--- src/pdcc_regs.vh ---
// Register map, field positions, reset values and timing counts of the power-down clock controller
`ifndef PDCC_REGS_VH
`define PDCC_REGS_VH
`define PDCC_SYSCTL_ADDR     16'hFFF2
`define PDCC_SYSCTL_RESET    8'h0B
`define PDCC_STBYSEL_BIT     7
`define PDCC_SETTLE_HI       6
`define PDCC_SETTLE_LO       4
`define PDCC_RAMEN_BIT       0
`define PDCC_WRMASK          8'hFB
`define PDCC_WAIT_0          18'h02000
`define PDCC_WAIT_1          18'h04000
`define PDCC_WAIT_2          18'h08000
`define PDCC_WAIT_3          18'h10000
`define PDCC_WAIT_4          18'h20000
`define PDCC_PRESC_W         12
`define PDCC_FAST_OSC_KHZ    5000
`define PDCC_SYS_CLK_KHZ     25000
`endif
--- src/pdcc_power_down.v ---
// Power-down mode controller with clock prescaler and settle-wait timer
//
// Overview of operation
// A prescaler chain gives enables at system clock over 2 up to 4096.
// At 5 MHz or more the oscillator duty cycle is corrected first.
// Halt with standby select 0 enters sleep; clock and modules keep running.
// Halt with standby select 1 enters software standby; clock, CPU, modules stop.
// Low hardware standby pin forces hardware standby from any state.
// Standby select stays 1 after interrupt wake; only a software write clears it. Here reset and hardware standby also clear it.
// Settle field picks 8192 to 131072 states; 11x illegal; resets to 000.
// Software picks a settle wait of at least 8 ms with a crystal.
// Software clears RAM enable before the standby pin goes low.
// System control holds standby select at bit 7, settle wait at 6:4.
// Sleep ends on an enabled interrupt, reset pin or standby pin.
// Software standby ends on NMI, either external IRQ, reset or standby pin.
// Interrupt wake restarts oscillator, waits settle time, then resupplies clocks.
// Standby pin rises under reset; reset release then starts reset handling.
// Settle timer counts states and releases clocks only at the selected count.
// The illegal settle setting is treated as the longest wait.
//
// The strobed register port was left to the implementer.
`default_nettype none
`include "pdcc_regs.vh"

// Two-flop synchroniser for one asynchronous pin
module pdcc_sync2 #(
   parameter [0:0] IDLE = 1'b1
) (
   // Clock and reset
   input  wire sys_clk,
   input  wire resetn,
   // Pin and synchronised level
   input  wire pin,
   output wire level
);

   reg         first;
   reg         second;

   // Reset loads the pin's idle level so no false edge follows reset
   always @(posedge sys_clk) begin
      if (!resetn) begin
         first  <= IDLE;
         second <= IDLE;
      end else begin
         first  <= pin;
         second <= first;
      end
   end

   // Only the second stage leaves the module, so nothing reads a metastable value
   assign level = second;

endmodule // pdcc_sync2

module pdcc_power_down #(
   parameter [17:0] WAIT_SCALE_SHIFT = 18'h00000
) (
   // Clock and reset
   input  wire        SYS_CLK,
   input  wire        RESETN,
   // Register port
   input  wire [15:0] ADDR,
   input  wire [7:0]  WDATA,
   input  wire        WR,
   input  wire        RD,
   output reg  [7:0]  RDATA,
   // CPU core
   input  wire        CPU_HALT_REQ,
   input  wire        CPU_IRQ_PENDING,
   output wire        CPU_CLK_EN,
   output wire        MOD_CLK_EN,
   output wire        MOD_RESET,
   output wire        CPU_IRQ_HANDLE,
   output wire        CPU_RESET_HANDLE,
   // External pins
   input  wire        HW_STANDBY_PIN_N,
   input  wire        NMI_PIN,
   input  wire        EXT_IRQ_ZERO_N,
   input  wire        EXT_IRQ_ONE_N,
   input  wire        EXT_IRQ_ZERO_EN,
   input  wire        EXT_IRQ_ONE_EN,
   // Clock generation and status
   output wire        OSC_RUN,
   output wire        DUTY_ADJ_EN,
   output wire [11:0] PRESC_EN,
   output wire        PORTS_HIZ,
   output wire        RAM_ENABLE,
   output wire [4:0]  MODE
);

   // One-hot power modes
   localparam [4:0] ST_RUN    = 5'b00001;
   localparam [4:0] ST_SLEEP  = 5'b00010;
   localparam [4:0] ST_SWSTBY = 5'b00100;
   localparam [4:0] ST_SETTLE = 5'b01000;
   localparam [4:0] ST_HWSTBY = 5'b10000;

   // State and register storage
   reg  [4:0]  state;
   reg  [4:0]  next_state;
   reg  [7:0]  sysctl;
   reg  [17:0] settle_cnt;
   reg  [17:0] settle_target;
   reg  [11:0] presc;
   reg  [11:0] presc_pulse;
   reg         irq_wake;
   reg         nmi_d;
   // Synchronised pin levels and prescaler taps
   wire        hw_standby_pin_n_n;
   wire        nmi_lvl;
   wire        ext_irq_zero_lvl_n;
   wire        ext_irq_one_lvl_n;
   wire [11:0] presc_tap;
   wire        nmi_rise  = nmi_lvl & ~nmi_d;
   // External request pins wake software standby only while enabled
   wire        ext_irq_zero_wake = ~ext_irq_zero_lvl_n & EXT_IRQ_ZERO_EN;
   wire        ext_irq_one_wake = ~ext_irq_one_lvl_n & EXT_IRQ_ONE_EN;
   wire        ext_wake  = nmi_rise | ext_irq_zero_wake | ext_irq_one_wake;
   // Register decode
   wire        hw_standby_pin_n_sel  = sysctl[`PDCC_STBYSEL_BIT];
   wire [2:0]  settle_sel = sysctl[`PDCC_SETTLE_HI:`PDCC_SETTLE_LO];
   wire        wr_hit    = WR && (ADDR == `PDCC_SYSCTL_ADDR);
   wire        rd_hit    = RD && (ADDR == `PDCC_SYSCTL_ADDR);
   wire        settle_done = (settle_cnt >= settle_target);
   wire        fast_osc  = (`PDCC_SYS_CLK_KHZ >= `PDCC_FAST_OSC_KHZ);

   // Every pin but EXT_IRQ_ZERO_EN and EXT_IRQ_ONE_EN crosses two flip-flops before the sequencer looks at it
   pdcc_sync2 #(.IDLE(1'b1)) pdcc_sync2_hw_standby_pin_n_i (
      .sys_clk (SYS_CLK),
      .resetn  (RESETN),
      .pin     (HW_STANDBY_PIN_N),
      .level   (hw_standby_pin_n_n)
   );

   pdcc_sync2 #(.IDLE(1'b0)) pdcc_sync2_nmi_i (
      .sys_clk (SYS_CLK),
      .resetn  (RESETN),
      .pin     (NMI_PIN),
      .level   (nmi_lvl)
   );

   pdcc_sync2 #(.IDLE(1'b1)) pdcc_sync2_ext_irq_zero_i (
      .sys_clk (SYS_CLK),
      .resetn  (RESETN),
      .pin     (EXT_IRQ_ZERO_N),
      .level   (ext_irq_zero_lvl_n)
   );

   pdcc_sync2 #(.IDLE(1'b1)) pdcc_sync2_ext_irq_one_i (
      .sys_clk (SYS_CLK),
      .resetn  (RESETN),
      .pin     (EXT_IRQ_ONE_N),
      .level   (ext_irq_one_lvl_n)
   );

   // Edge memory of the non-maskable pin; reset low to match its idle level
   always @(posedge SYS_CLK) begin
      if (!RESETN) begin
         nmi_d <= 1'b0;
      end else begin
         nmi_d <= nmi_lvl;
      end
   end

   // Settle target from field; 11x takes the longest wait
   always @* begin
      case (settle_sel)
         3'b000:  settle_target = `PDCC_WAIT_0;
         3'b001:  settle_target = `PDCC_WAIT_1;
         3'b010:  settle_target = `PDCC_WAIT_2;
         3'b011:  settle_target = `PDCC_WAIT_3;
         default: settle_target = `PDCC_WAIT_4;
      endcase
      settle_target = settle_target >> WAIT_SCALE_SHIFT;
      if (settle_target == 18'h00000) begin
         settle_target = 18'h00001;
      end
   end

   // Mode sequencer
   always @* begin
      next_state = state;
      case (state)
         ST_RUN: begin
            if (CPU_HALT_REQ) begin
               next_state = hw_standby_pin_n_sel ? ST_SWSTBY : ST_SLEEP;
            end
         end
         ST_SLEEP: begin
            if (CPU_IRQ_PENDING || nmi_rise) begin
               next_state = ST_RUN;
            end
         end
         ST_SWSTBY: begin
            if (ext_wake) begin
               next_state = ST_SETTLE;
            end
         end
         ST_SETTLE: begin
            if (settle_done) begin
               next_state = ST_RUN;
            end
         end
         ST_HWSTBY: begin
            next_state = ST_HWSTBY;
         end
         default: next_state = ST_RUN;
      endcase
      if (!hw_standby_pin_n_n) begin
         next_state = ST_HWSTBY;
      end
   end

   // Mode register, wake pulse and settle counter
   always @(posedge SYS_CLK) begin
      if (!RESETN) begin
         state      <= ST_RUN;
         settle_cnt <= 18'h00000;
         irq_wake   <= 1'b0;
      end else begin
         state      <= next_state;
         irq_wake   <= (state == ST_SETTLE) && (next_state == ST_RUN);
         // Counter restarts at one so the settle mode lasts exactly the target count
         if (state == ST_SETTLE) begin
            settle_cnt <= settle_cnt + 18'h00001;
         end else begin
            settle_cnt <= 18'h00001;
         end
      end
   end

   // Hardware standby is left only through reset: flag the first cycle after release
   reg reset_seen;
   always @(posedge SYS_CLK) begin
      if (!RESETN) begin
         reset_seen <= 1'b1;
      end else begin
         reset_seen <= 1'b0;
      end
   end
   wire reset_entry = reset_seen;

   // System control register; hardware standby returns it to its reset value
   always @(posedge SYS_CLK) begin
      if (!RESETN) begin
         sysctl <= `PDCC_SYSCTL_RESET;
      end else if (state == ST_HWSTBY) begin
         sysctl <= `PDCC_SYSCTL_RESET;
      end else if (wr_hit) begin
         sysctl <= (WDATA & `PDCC_WRMASK) | (`PDCC_SYSCTL_RESET & ~`PDCC_WRMASK);
      end
   end

   // Read port: data stand for one cycle only
   always @(posedge SYS_CLK) begin
      if (!RESETN) begin
         RDATA <= 8'h00;
      end else if (rd_hit) begin
         RDATA <= sysctl;
      end else begin
         RDATA <= 8'h00;
      end
   end

   // Tap i fires when the low i+1 counter bits are all ones, once every 2^(i+1) cycles
   genvar g;
   generate
      for (g = 0; g < 12; g = g + 1) begin : g_presc_tap
         assign presc_tap[g] = &presc[g:0];
      end
   endgenerate

   // Prescaler chain; halted and reset in both standby modes
   always @(posedge SYS_CLK) begin
      if (!RESETN || state == ST_SWSTBY || state == ST_SETTLE || state == ST_HWSTBY) begin
         presc       <= 12'h000;
         presc_pulse <= 12'h000;
      end else begin
         presc       <= presc + 12'h001;
         presc_pulse <= presc_tap;
      end
   end

   // Module clocks run in program execution and sleep
   wire clocks_on = (state == ST_RUN) || (state == ST_SLEEP);

   // Outputs
   assign CPU_CLK_EN       = (state == ST_RUN);
   assign MOD_CLK_EN       = clocks_on;
   assign MOD_RESET        = (state == ST_SWSTBY) || (state == ST_HWSTBY);
   assign OSC_RUN          = (state != ST_SWSTBY) && (state != ST_HWSTBY);
   assign DUTY_ADJ_EN      = fast_osc && OSC_RUN;
   assign PRESC_EN         = presc_pulse;
   assign PORTS_HIZ        = (state == ST_HWSTBY);
   assign RAM_ENABLE       = sysctl[`PDCC_RAMEN_BIT];
   assign CPU_IRQ_HANDLE   = irq_wake;
   assign CPU_RESET_HANDLE = reset_entry;
   assign MODE             = state;

endmodule // pdcc_power_down
`default_nettype wire

--- config.mk ---
export PLATFORM = sky130hd
export DESIGN_NAME = pdcc_power_down
export DESIGN_NICKNAME = d
export VERILOG_FILES = /design/src/pdcc_power_down.v
export VERILOG_INCLUDE_DIRS = /design/src
export SDC_FILE = /design/constraint.sdc
export NUM_CORES = 1
export LEC_CHECK = 0
export BUFFER_PORTS_ARGS = -buffer_cell sky130_fd_sc_hd__buf_2
export CORE_AREA = 3 3 82 84
export DETAILED_ROUTE_END_ITERATION = 8
export DIE_AREA = 0 0 85 87
export PLACE_DENSITY = 0.71
export SYNTH_ARGS = -nofsm -noshare
export SYNTH_HDL_FRONTEND = slang
export SYNTH_SLANG_ARGS = --single-unit
export TNS_END_PERCENT = 5
--- constraint.sdc ---
create_clock -name SYS_CLK -period 4.42 [get_ports SYS_CLK]
set_input_delay 0 -clock SYS_CLK [delete_from_list [all_inputs] [get_ports SYS_CLK]]
set_output_delay 0 -clock SYS_CLK [all_outputs]
set_load 0.03 [all_outputs]
==> metrics.txt, run 1 <==
Mapped Avg Cell Area roughly 9.2 µm²; Pint roughly 0.96 mW; Seq pwr share 0.530; switching share of power 0.2404; Fmax 0.4658 GHz; total power 1.262 mW; synthesized area approximately 3000 µm²; HPWL after DPL 4093 µm; Max Cap Viol 0; clock sinks between 70 and 80; CTS clk-pin slew, worst paths around 0.070 ns; TritonCTS clock tree done; peak supply drop between 0.0002 and 0.00025 V; Die ar. about 7400 µm²; endpoints failing setup 0; final antenna-violating net count 0; fin crit share 0.4857; Main synth FF type dfxtp_1; largest net degree at the start of global routing 29; worst slew pin tran approximately 0.55 ns; Comb pwr share 0.076; port bufs between 60 and 70; post-layout min period approximately 2.1 ns; hold_sp EXT_IRQ_ONE_EN; slew margin rel. 0.6297; Final Cell Area 3712 µm²; placed insts between 400 and 500; Slew Limit Fails 0; gr usage total 0.1698; Post-Syn Nets roughly 370; status finished clean; Seq/Total Area, Yosys 0.4782; number of synthesized register bits 72; power density over the cells 340.0 nW/µm²; Post-Syn Instances about 330; Multi-input gate area about 1500 µm²; row cnt 28; Initial Util 0.5031; WS Path Type reg -> reg; unrepaired setup endpoints after global routing no; CP Capture Type register; Die Width ~85 µm; register area around 1400 µm²; worst slack, placed approximately 2.6 ns; endpoints failing hold 0; share of cells above drive strength 1 0.2146; Worst-Skew Late Latency approximately 0.34 ns; synth unique cells between 50 and 60; core area 5991 µm²; startpoint types register; vias per inst ~5.1; first-pass GRT wire length between 10000 and 15000 µm; clock root buffer clkbuf_8; post-synthesis async set-or-reset flop share 0; drt pass-1 iters 4; Vias between 2000 and 2500; Die Height 87 µm; Clock Skews around 0.0072 ns; fill cell count 513; DRC 0; CTS HTree Levels 3; DRT iter0 DRCs 73; hold crit path type in -> reg; Setup crit start MODE[4]; io pins 70; aggregate routed wire length between 5000 and 6000 µm; Clk pwr share 0.394; CP required between 4 and 5 ns; Wirelength per Cell around 12 µm; Post-CTS Setup Inserts 0; Clock Tree Buf Depth 2; # nets final approximately 450; Finished Layout Cells between 400 and 500; Post-synth EDFFs 0; GRT Residual Overflow 0; RR Startpoint MODE[4]; initial antenna violation count 0; leakage power approximately 1.6 nW; CP Max Fanout 10; RePlAce Congestion just over 0.8; Ant. Diodes 0; Final WS setup 2.273 ns; synthesis-to-finish area growth 23.16%; Synthesis Warnings 0; number of global-route vias before repair 2333; cts bufs inserted 9; Critical Path AT between 2 and 2.5 ns; Sw Pwr approximately 0.3 mW; placed inst area ~3400 µm²; setup TNS 0 ns
## area by class of cell
class,count,share of cell area
timing repair buffer,81,0.1281
inverter,12,0.01213
clock buffer,10,0.03438
multi-input combinational,230,0.3960
sequential,72,0.3883
tap,75,0.02528
clock inverter,5,0.01584
## worst max-delay path, stage by stage, from the launching register on
cell and delay, ns:
dfxtp_1 0.54, nor2_1 0.09, nand3_1 0.13, inv_1 0.11, o311ai_0 0.52, a21oi_1 0.08, dlygate4sd3_1 0.57
## state kept, by name, indices dropped and copies added (netlist names)
name and cells:
CPU_IRQ_HANDLE 1, CPU_RESET_HANDLE 1, MODE 5, PRESC_EN 12, RDATA 7, nmi_d 1, pdcc_sync2_ext_irq_one_i.first 1, pdcc_sync2_ext_irq_one_i.level 1
pdcc_sync2_ext_irq_zero_i.first 1, pdcc_sync2_ext_irq_zero_i.level 1, pdcc_sync2_hw_standby_pin_n_i.first 1, pdcc_sync2_hw_standby_pin_n_i.level 1, pdcc_sync2_nmi_i.first 1, pdcc_sync2_nmi_i.level 1, presc 12, settle_cnt 18
sysctl 7
## metrics by stage
stage	hold slack [ns]	utilization
3_3_place_gp	0.1791	0.5652
2_1_floorplan	0.1015	-
3_5_place_dp	0.1857	0.5652
4_1_cts	0.002409	0.6197
6_report	0.01004	0.6197
5_1_grt	0.0007761	0.6197
## final timing paths
kind | to | slack [ns] | depth (start not counted)
worst max register to register | MODE[1] | 2.27 | 6
worst min register to register | pdcc_sync2_ext_irq_one_i.level | 0.41 | 1
worst min-delay path | MODE[2] | 0.01 | 4
worst max-delay path | MODE[1] | 2.27 | 6
## Yosys cell counts (2+ instances only)
cell | number | area share
dfxtp_1 | 72 | 0.48
nor2_1 | 30 | 0.037
nand2_1 | 27 | 0.034
and3_1 | 17 | 0.035
and2_1 | 13 | 0.027
nand2b_1 | 13 | 0.027
a21oi_1 | 12 | 0.020
inv_1 | 12 | 0.015
nand3_1 | 12 | 0.020
ha_1 | 11 | 0.046
xor2_1 | 10 | 0.029
or3_1 | 8 | 0.017
xnor2_1 | 8 | 0.023
nand4_1 | 7 | 0.015
nor3_1 | 7 | 0.012
clkbuf_1 | 6 | 0.0075
mux2i_1 | 5 | 0.017
nor4_1 | 5 | 0.010
o21a_1 | 5 | 0.012
a211o_1 | 3 | 0.0087
buf_2 | 3 | 0.0050
nand3b_1 | 3 | 0.0075
o21ai_0 | 3 | 0.0050
buf_4 | 2 | 0.0050
nand3_2 | 2 | 0.0066
nand4b_1 | 2 | 0.0058
o31ai_1 | 2 | 0.0050
or4_1 | 2 | 0.0050
## cell families after synthesis
kind of cell,Yosys count,share of synthesized area
adders and majority gates,11,0.04566
and+or+nand+nor,159,0.2898
xor gates and xnor gates,18,0.05230
buffers and inverters,24,0.03403
other,1,0.001244
muxes,5,0.01661
DFF,72,0.4782
AOI/OAI and AO/OA,36,0.08220
## power by group through the flow
stage	registers (mW)	logic (mW)	clock network, mW
6_report	0.669	0.0962	0.497
5_1_grt	0.671	0.106	0.537
4_1_cts	0.669	0.0961	0.508
3_5_place_dp	0.684	0.0854	0
3_3_place_gp	0.684	0.0843	0
2_1_floorplan	0.689	0.0494	0
## routing by layer
layer / share of wire / GRT usage / up-vias / routed length (µm)
met5: 0 / 0 / - / 0
met4: 0.021 / 0.07050 / 0 / 127
met3: 0.049 / 0.05960 / 11 / 287
met2: 0.48 / 0.2903 / 53 / 2858
met1: 0.45 / 0.1927 / 1130 / 2636
li1: - / - / 1289 / -
## placed cells by master (no fill, tap or decap), types with 3 or more instances in the layout
cell type / n
clkbuf_8: 9
o21a_1: 5
nor2_1: 30
ha_1: 11
nand4_1: 7
xor2_1: 10
nand3b_1: 3
nor3_1: 7
nor4_1: 5
a211o_1: 3
inv_1: 12
buf_2: 67
o21ai_0: 3
or3_1: 8
dlygate4sd3_1: 14
xnor2_1: 8
a21oi_1: 12
and3_1: 17
and2_1: 13
nand2_1: 27
dfxtp_1: 72
nand2b_1: 13
mux2i_1: 5
nand3_1: 12
## what timing repair did
| action | CTS | global route |
|---|---|---|
| hold buffers | 14 | 0 |
| resized for setup | 0 | 0 |
| endpoints found under the hold margin | 13 | 0 |
No activity file was read; power rests on OpenSTA's default activity.
==> inputs of run 2 (changes only) <==
--- a/config.mk
+++ b/config.mk
@@ -7,10 +7,10 @@
 export NUM_CORES = 1
 export LEC_CHECK = 0
 export BUFFER_PORTS_ARGS = -buffer_cell sky130_fd_sc_hd__buf_2
-export CORE_AREA = 3 3 82 84
+export CORE_AREA = 3 3 84 86
 export DETAILED_ROUTE_END_ITERATION = 8
-export DIE_AREA = 0 0 85 87
-export PLACE_DENSITY = 0.71
+export DIE_AREA = 0 0 87 89
+export PLACE_DENSITY = 0.7
 export SYNTH_ARGS = -nofsm -noshare
 export SYNTH_HDL_FRONTEND = slang
 export SYNTH_SLANG_ARGS = --single-unit
==> constraint.sdc (replaced) <==
create_clock -name SYS_CLK -period 1.7 [get_ports SYS_CLK]
set_input_delay 0 -clock SYS_CLK [delete_from_list [all_inputs] [get_ports SYS_CLK]]
set_output_delay 0 -clock SYS_CLK [all_outputs]
set_load 0.03 [all_outputs]
==> metrics.txt, run 2 (same netlist as run 1, synthesis figures left out) <==
fill cell count 537 (+4.7%); Register-to-Register Path Depth 6 (unchanged); register area 1454 µm² (+0.87%); commonest non-fill, non-tap cells in the layout dfxtp_1, buf_2, nor2_1, nand2_1, buf_4; clock sinks 72 (unchanged); slew margin rel. 0.6212 (-0.008488); unrepaired setup endpoints after global routing yes; aggregate routed wire length 6578 µm (+11%); CP Capture Type register; Worst-Skew Late Latency 0.34 ns (about the same); cell family with the largest share of critical-path delay simple AND/OR/NAND/NOR gates; hold crit path type in -> reg; port bufs 67 (unchanged); endpoints failing setup 2 (+2); gr usage total 0.1817 (+0.01192); cts bufs inserted 9 (unchanged); Critical Path AT 2.04 ns (-0.34 ns); GRT Residual Overflow 0 (unchanged); vias per inst 5.061 (-1.1%); max reg flops 18 (unchanged); DRC 0 (unchanged); fin crit share 1.038 (+0.5523); RePlAce Congestion 0.8056 (+0.19%); violated checks negative setup slack; Slew Limit Fails 0 (unchanged); CP Max Fanout 2 (-8); initial antenna violation count 0 (unchanged); hold_sp WR; Die Width 87 µm (+2.4%); Clock Skews 0.006705 ns (-0.0005338 ns); hold path depth 3 (-1); io pins 70 (unchanged); Multi-input gate area 1511 µm² (+2.8%); Final WS setup -0.06466 ns (-2.338 ns); R2R setup slack -0.06 ns (-2.34 ns); share of cells above drive strength 1 0.2818 (+0.06712); Die Height 89 µm (+2.3%); RR Startpoint sysctl[4]; number of global-route vias before repair 2558 (+9.6%); worst hold margin 0.03630 ns (+0.02626 ns); # nets final 475 (+4.9%); Clock Tree Buf Depth 2 (unchanged); DRT iter0 DRCs 78 (+6.8%); startpoint types register; Fmax 0.5667 GHz (+22%); Vias 2581 (+3.9%); first-pass GRT wire length 11170 µm (+10%); core area 6350 µm² (+6.0%); final antenna-violating net count 0 (unchanged); Wirelength per Cell 12.90 µm (+5.9%); peak supply drop 0.0006181 V (+170%); CP bufs+invs 0 (-2); slowest stage delay, CP 0.37 ns (-0.20 ns); CP max-delay cell or3_1; TritonCTS clock tree done; leakage power 1.760 nW (+8.9%); endpoints failing hold 0 (unchanged); Top reg by flops settle_cnt; reg2reg end MODE[3]; WHS Endpoint sysctl[0]; CTS clk-pin slew, worst paths 0.07 ns (about the same); status finished with violations; Ant. Diodes 0 (unchanged); synthesis-to-finish area growth 32.17%; clock root buffer clkbuf_8; setup TNS -0.06726 ns (-0.06726 ns); Setup crit start sysctl[4]; Initial Util 0.4747 (-0.02845); Die ar. 7743 µm² (+4.7%); Max Cap Viol 0 (unchanged); row cnt 29 (+3.6%); worst slack, placed -0.1064 ns (-2.667 ns); CP required 1.98 ns (-2.67 ns); CTS HTree Levels 3 (unchanged); crit path cell chain or3_1 > ha_1 > o211ai_1 > a21oi_2 > nor3b_2 > o2111a_1; post-layout min period 1.765 ns (-0.3822 ns); worst slew pin tran 0.5610 ns (+0.01069 ns); drt pass-1 iters 4 (unchanged); largest net degree at the start of global routing 28 (-3.4%); HPWL after DPL 4599 µm (+12%); WS Path Type reg -> reg; Layout Utilization 0.6274 (+0.007715); power density over the cells 865.4 nW/µm² (+150%)
==> run 2: cell count changes in the layout (fill, tap and decap cells not counted), sizes merged <==
cell         delta
buf            +20
clkinv          -1
clkbuf          +4
dlygate4sd3     +2
clkinvlp        -2
==> run 2: through the flow <==
stage	instance area (µm²)	power [mW]	cells
CTS	3959	3.487	510
detailed placement	3550	2.025	477
global route	3984	3.584	510
global placement	3550	2.022	477
floorplan	3034	1.925	326
finish	3984	3.447	510
==> run 2: per-layer routing <==
metal	global-route usage	routed length, µm	up-vias
met5	0	0	-
met2	0.3168	3257	41
met3	0.03134	227	8
li1	-	-	1332
met1	0.2196	2996	1200
met4	0.08074	97	0
==> run 2: what timing repair did <==
| action | CTS | global route |
|---|---|---|
| endpoints found under the setup margin | 4 | 23 |
| hold buffers | 16 | 0 |
| hold endpoints to repair | 16 | 0 |
| gates resized for setup | 8 | 9 |
| buffers inserted | 1 | 0 |
| cloned | 0 | 0 |
| pin swaps | 1 | 3 |
==> run 2: power by group <==
part           leakage [nW]  switching, mW  total [mW]  internal (mW)
logic                  1.06          0.151       0.280          0.130
clock network         0.113          0.591        1.43          0.837
registers             0.587         0.0255        1.74           1.71
==> run 2: worst register-to-register path: cells and delay by family (launching register included) <==
| family | cells | cell delay (ns) |
|---|---|---|
| AND/OR/NAND/NOR | 2 | 0.57 |
| AO/OA/AOI/OAI | 3 | 0.54 |
| adder cells (fa/ha/maj) | 1 | 0.28 |
| flip-flops | 1 | 0.32 |
==> run 2: worst max path at each step <==
stage               endpoint  depth (start not counted)  slack (ns)
floorplan            MODE[3]                          6       0.003
global placement     MODE[3]                          6       -0.03
detailed placement   MODE[3]                          6       -0.11
CTS                  MODE[3]                          6       -0.05
global route         MODE[3]                          6       -0.13
finish               MODE[3]                          6       -0.06
==> run 2: cell type report <==
cell class | count | share of cell area
Inverter | 12 | 0.01131
Timing Repair Buffer | 103 | 0.1655
Clock inverter | 2 | 0.008794
Sequential cell | 72 | 0.3649
Tap cell | 77 | 0.02418
Clock buffer | 14 | 0.04585
Multi-Input combinational cell | 230 | 0.3794
==> inputs of run 3 (changes only) <==
--- a/config.mk
+++ b/config.mk
@@ -8,6 +8,7 @@
 export LEC_CHECK = 0
 export BUFFER_PORTS_ARGS = -buffer_cell sky130_fd_sc_hd__buf_2
 export CORE_AREA = 3 3 84 86
+export CTS_BUF_LIST = sky130_fd_sc_hd__clkbuf_16
 export DETAILED_ROUTE_END_ITERATION = 8
 export DIE_AREA = 0 0 87 89
 export PLACE_DENSITY = 0.7
==> metrics.txt, run 3 (same netlist as run 1, synthesis figures left out) <==
CTS HTree Levels 3 (unchanged); Finished Layout Cells 505 (-0.98%); Critical Path AT 2.00 ns (-0.04 ns); slew margin rel. 0.6292 (+0.007928); max reg flops 18 (unchanged); violated checks negative setup slack; Final WS setup -0.04204 ns (+0.02262 ns); Vias 2573 (-0.31%); hold_sp EXT_IRQ_ZERO_EN; TritonCTS clock tree done; unrepaired setup endpoints after global routing yes; vias per inst 5.095 (+0.68%); Initial Util 0.4747 (unchanged); GRT Residual Overflow 0 (unchanged); HPWL after DPL 4599 µm (unchanged); first-pass GRT wire length 11290 µm (+1.0%); WS Path Type reg -> reg; RePlAce Congestion 0.8056 (unchanged); Worst-Skew Late Latency 0.33 ns (about the same); CP Max Fanout 2 (unchanged); drt pass-1 iters 4 (unchanged); CP required 1.96 ns (-0.02 ns); port bufs 67 (unchanged); cts bufs inserted 9 (unchanged); startpoint types register; Max Cap Viol 0 (unchanged); Die Height 89 µm (unchanged); R2R setup slack -0.04 ns (+0.02 ns); status finished with violations; Fmax 0.5740 GHz (+1.3%); final antenna-violating net count 0 (unchanged); DRT iter0 DRCs 92 (+18%); worst slew pin tran 0.5493 ns (-0.01174 ns); core area 6350 µm² (unchanged); Register-to-Register Path Depth 6 (unchanged); Slew Limit Fails 0 (unchanged); Clock Tree Buf Depth 2 (unchanged); CTS clk-pin slew, worst paths 0.05 ns (-0.02 ns); reg2reg end MODE[3]; Ant. Diodes 0 (unchanged); largest net degree at the start of global routing 28 (unchanged); clock sinks 72 (unchanged); peak supply drop 0.0005492 V (-11%); number of global-route vias before repair 2580 (+0.86%); io pins 70 (unchanged); synthesis-to-finish area growth 32.13% (about the same); most common cell after layout, fill and taps aside dfxtp_1; aggregate routed wire length 6538 µm (-0.61%); clock root buffer clkbuf_16; leakage power 1.762 nW (+0.12%); endpoints failing setup 2 (unchanged); hold crit path type in -> reg; commonest non-fill, non-tap cells in the layout dfxtp_1, buf_2, nor2_1, nand2_1, buf_4; worst hold margin 0.007227 ns (-0.02907 ns); Die Width 87 µm (unchanged); fin crit share 1.025 (-0.01331); placed insts 477 (unchanged); # nets final 470 (-1.1%); share of cells above drive strength 1 0.2710 (-0.01073); row cnt 29 (unchanged); gr usage total 0.1855 (+0.003796); Clock Skews 0.004416 ns (-0.002289 ns); post-layout min period 1.742 ns (-0.02262 ns); Die ar. 7743 µm² (unchanged); RR Startpoint sysctl[4]; endpoints failing hold 0 (unchanged); CP Capture Type register; hold path depth 4 (+1); initial antenna violation count 0 (unchanged); WHS Endpoint MODE[2]; Top reg by flops settle_cnt; DRC 0 (unchanged); Wirelength per Cell 12.95 µm (+0.38%); power density over the cells 945.5 nW/µm² (+9.3%)
-- run 3: per-stage QoR --
stage	setup WS [ns]	area (µm²)	utilization	setup TNS [ns]	power, mW
floorplan	0.003329	3034	-	0	1.925
global placement	-0.02843	3550	0.5590	-0.02843	2.022
detailed placement	-0.1064	3550	0.5590	-0.1500	2.025
CTS	-0.04647	3970	0.6252	-0.06711	3.792
global route	-0.1065	3983	0.6272	-0.3761	3.909
finish	-0.04204	3983	0.6272	-0.04723	3.765
-- run 3: critical path, stage by stage (launching register included) --
cell and delay [ns]:
dfxtp_2 0.31, or3_1 0.37, ha_1 0.28, o211ai_1 0.22
a21oi_2 0.11, nor3b_2 0.20, o2111a_1 0.19
-- run 3: power breakdown --
part / internal, mW / switching [mW] / total (mW)
Combinational: 0.123 / 0.148 / 0.271
Sequential: 1.72 / 0.0265 / 1.74
Clock: 1.11 / 0.646 / 1.75
-- run 3: worst max-delay path by stage --
stage,end,slack [ns],from
global placement,MODE[3],-0.03,sysctl[4]
global route,MODE[3],-0.11,sysctl[4]
finish,MODE[3],-0.04,sysctl[4]
CTS,MODE[3],-0.05,sysctl[4]
floorplan,MODE[3],0.003,sysctl[4]
detailed placement,MODE[3],-0.11,sysctl[4]
-- run 3: what timing repair did --
item / CTS / global route
endpoints found under the setup margin: 5 / 9
gates resized for setup: 9 / 4
buffers inserted: 0 / 0
cloned: 0 / 0
hold buffers: 12 / 0
endpoints found under the hold margin: 12 / 0
pin swaps: 4 / 2
-- run 3: area by class of cell --
class,count,area (µm²)
Clock buffer,9,225.2
Clock inverter,7,53.80
Fill cell,536,2367
Inverter,12,45.04
Multi-Input combinational cell,230,1508
Sequential cell,72,1450
Tap cell,77,96.34
Timing Repair Buffer,98,604.3
-- run 3: metal layers --
metal	vias up	track usage	share of wire
li1	1326	-	-
met1	1191	0.2239	0.45
met2	47	0.3230	0.49
met3	9	0.04793	0.039
met4	0	0.05949	0.013
met5	-	0	0
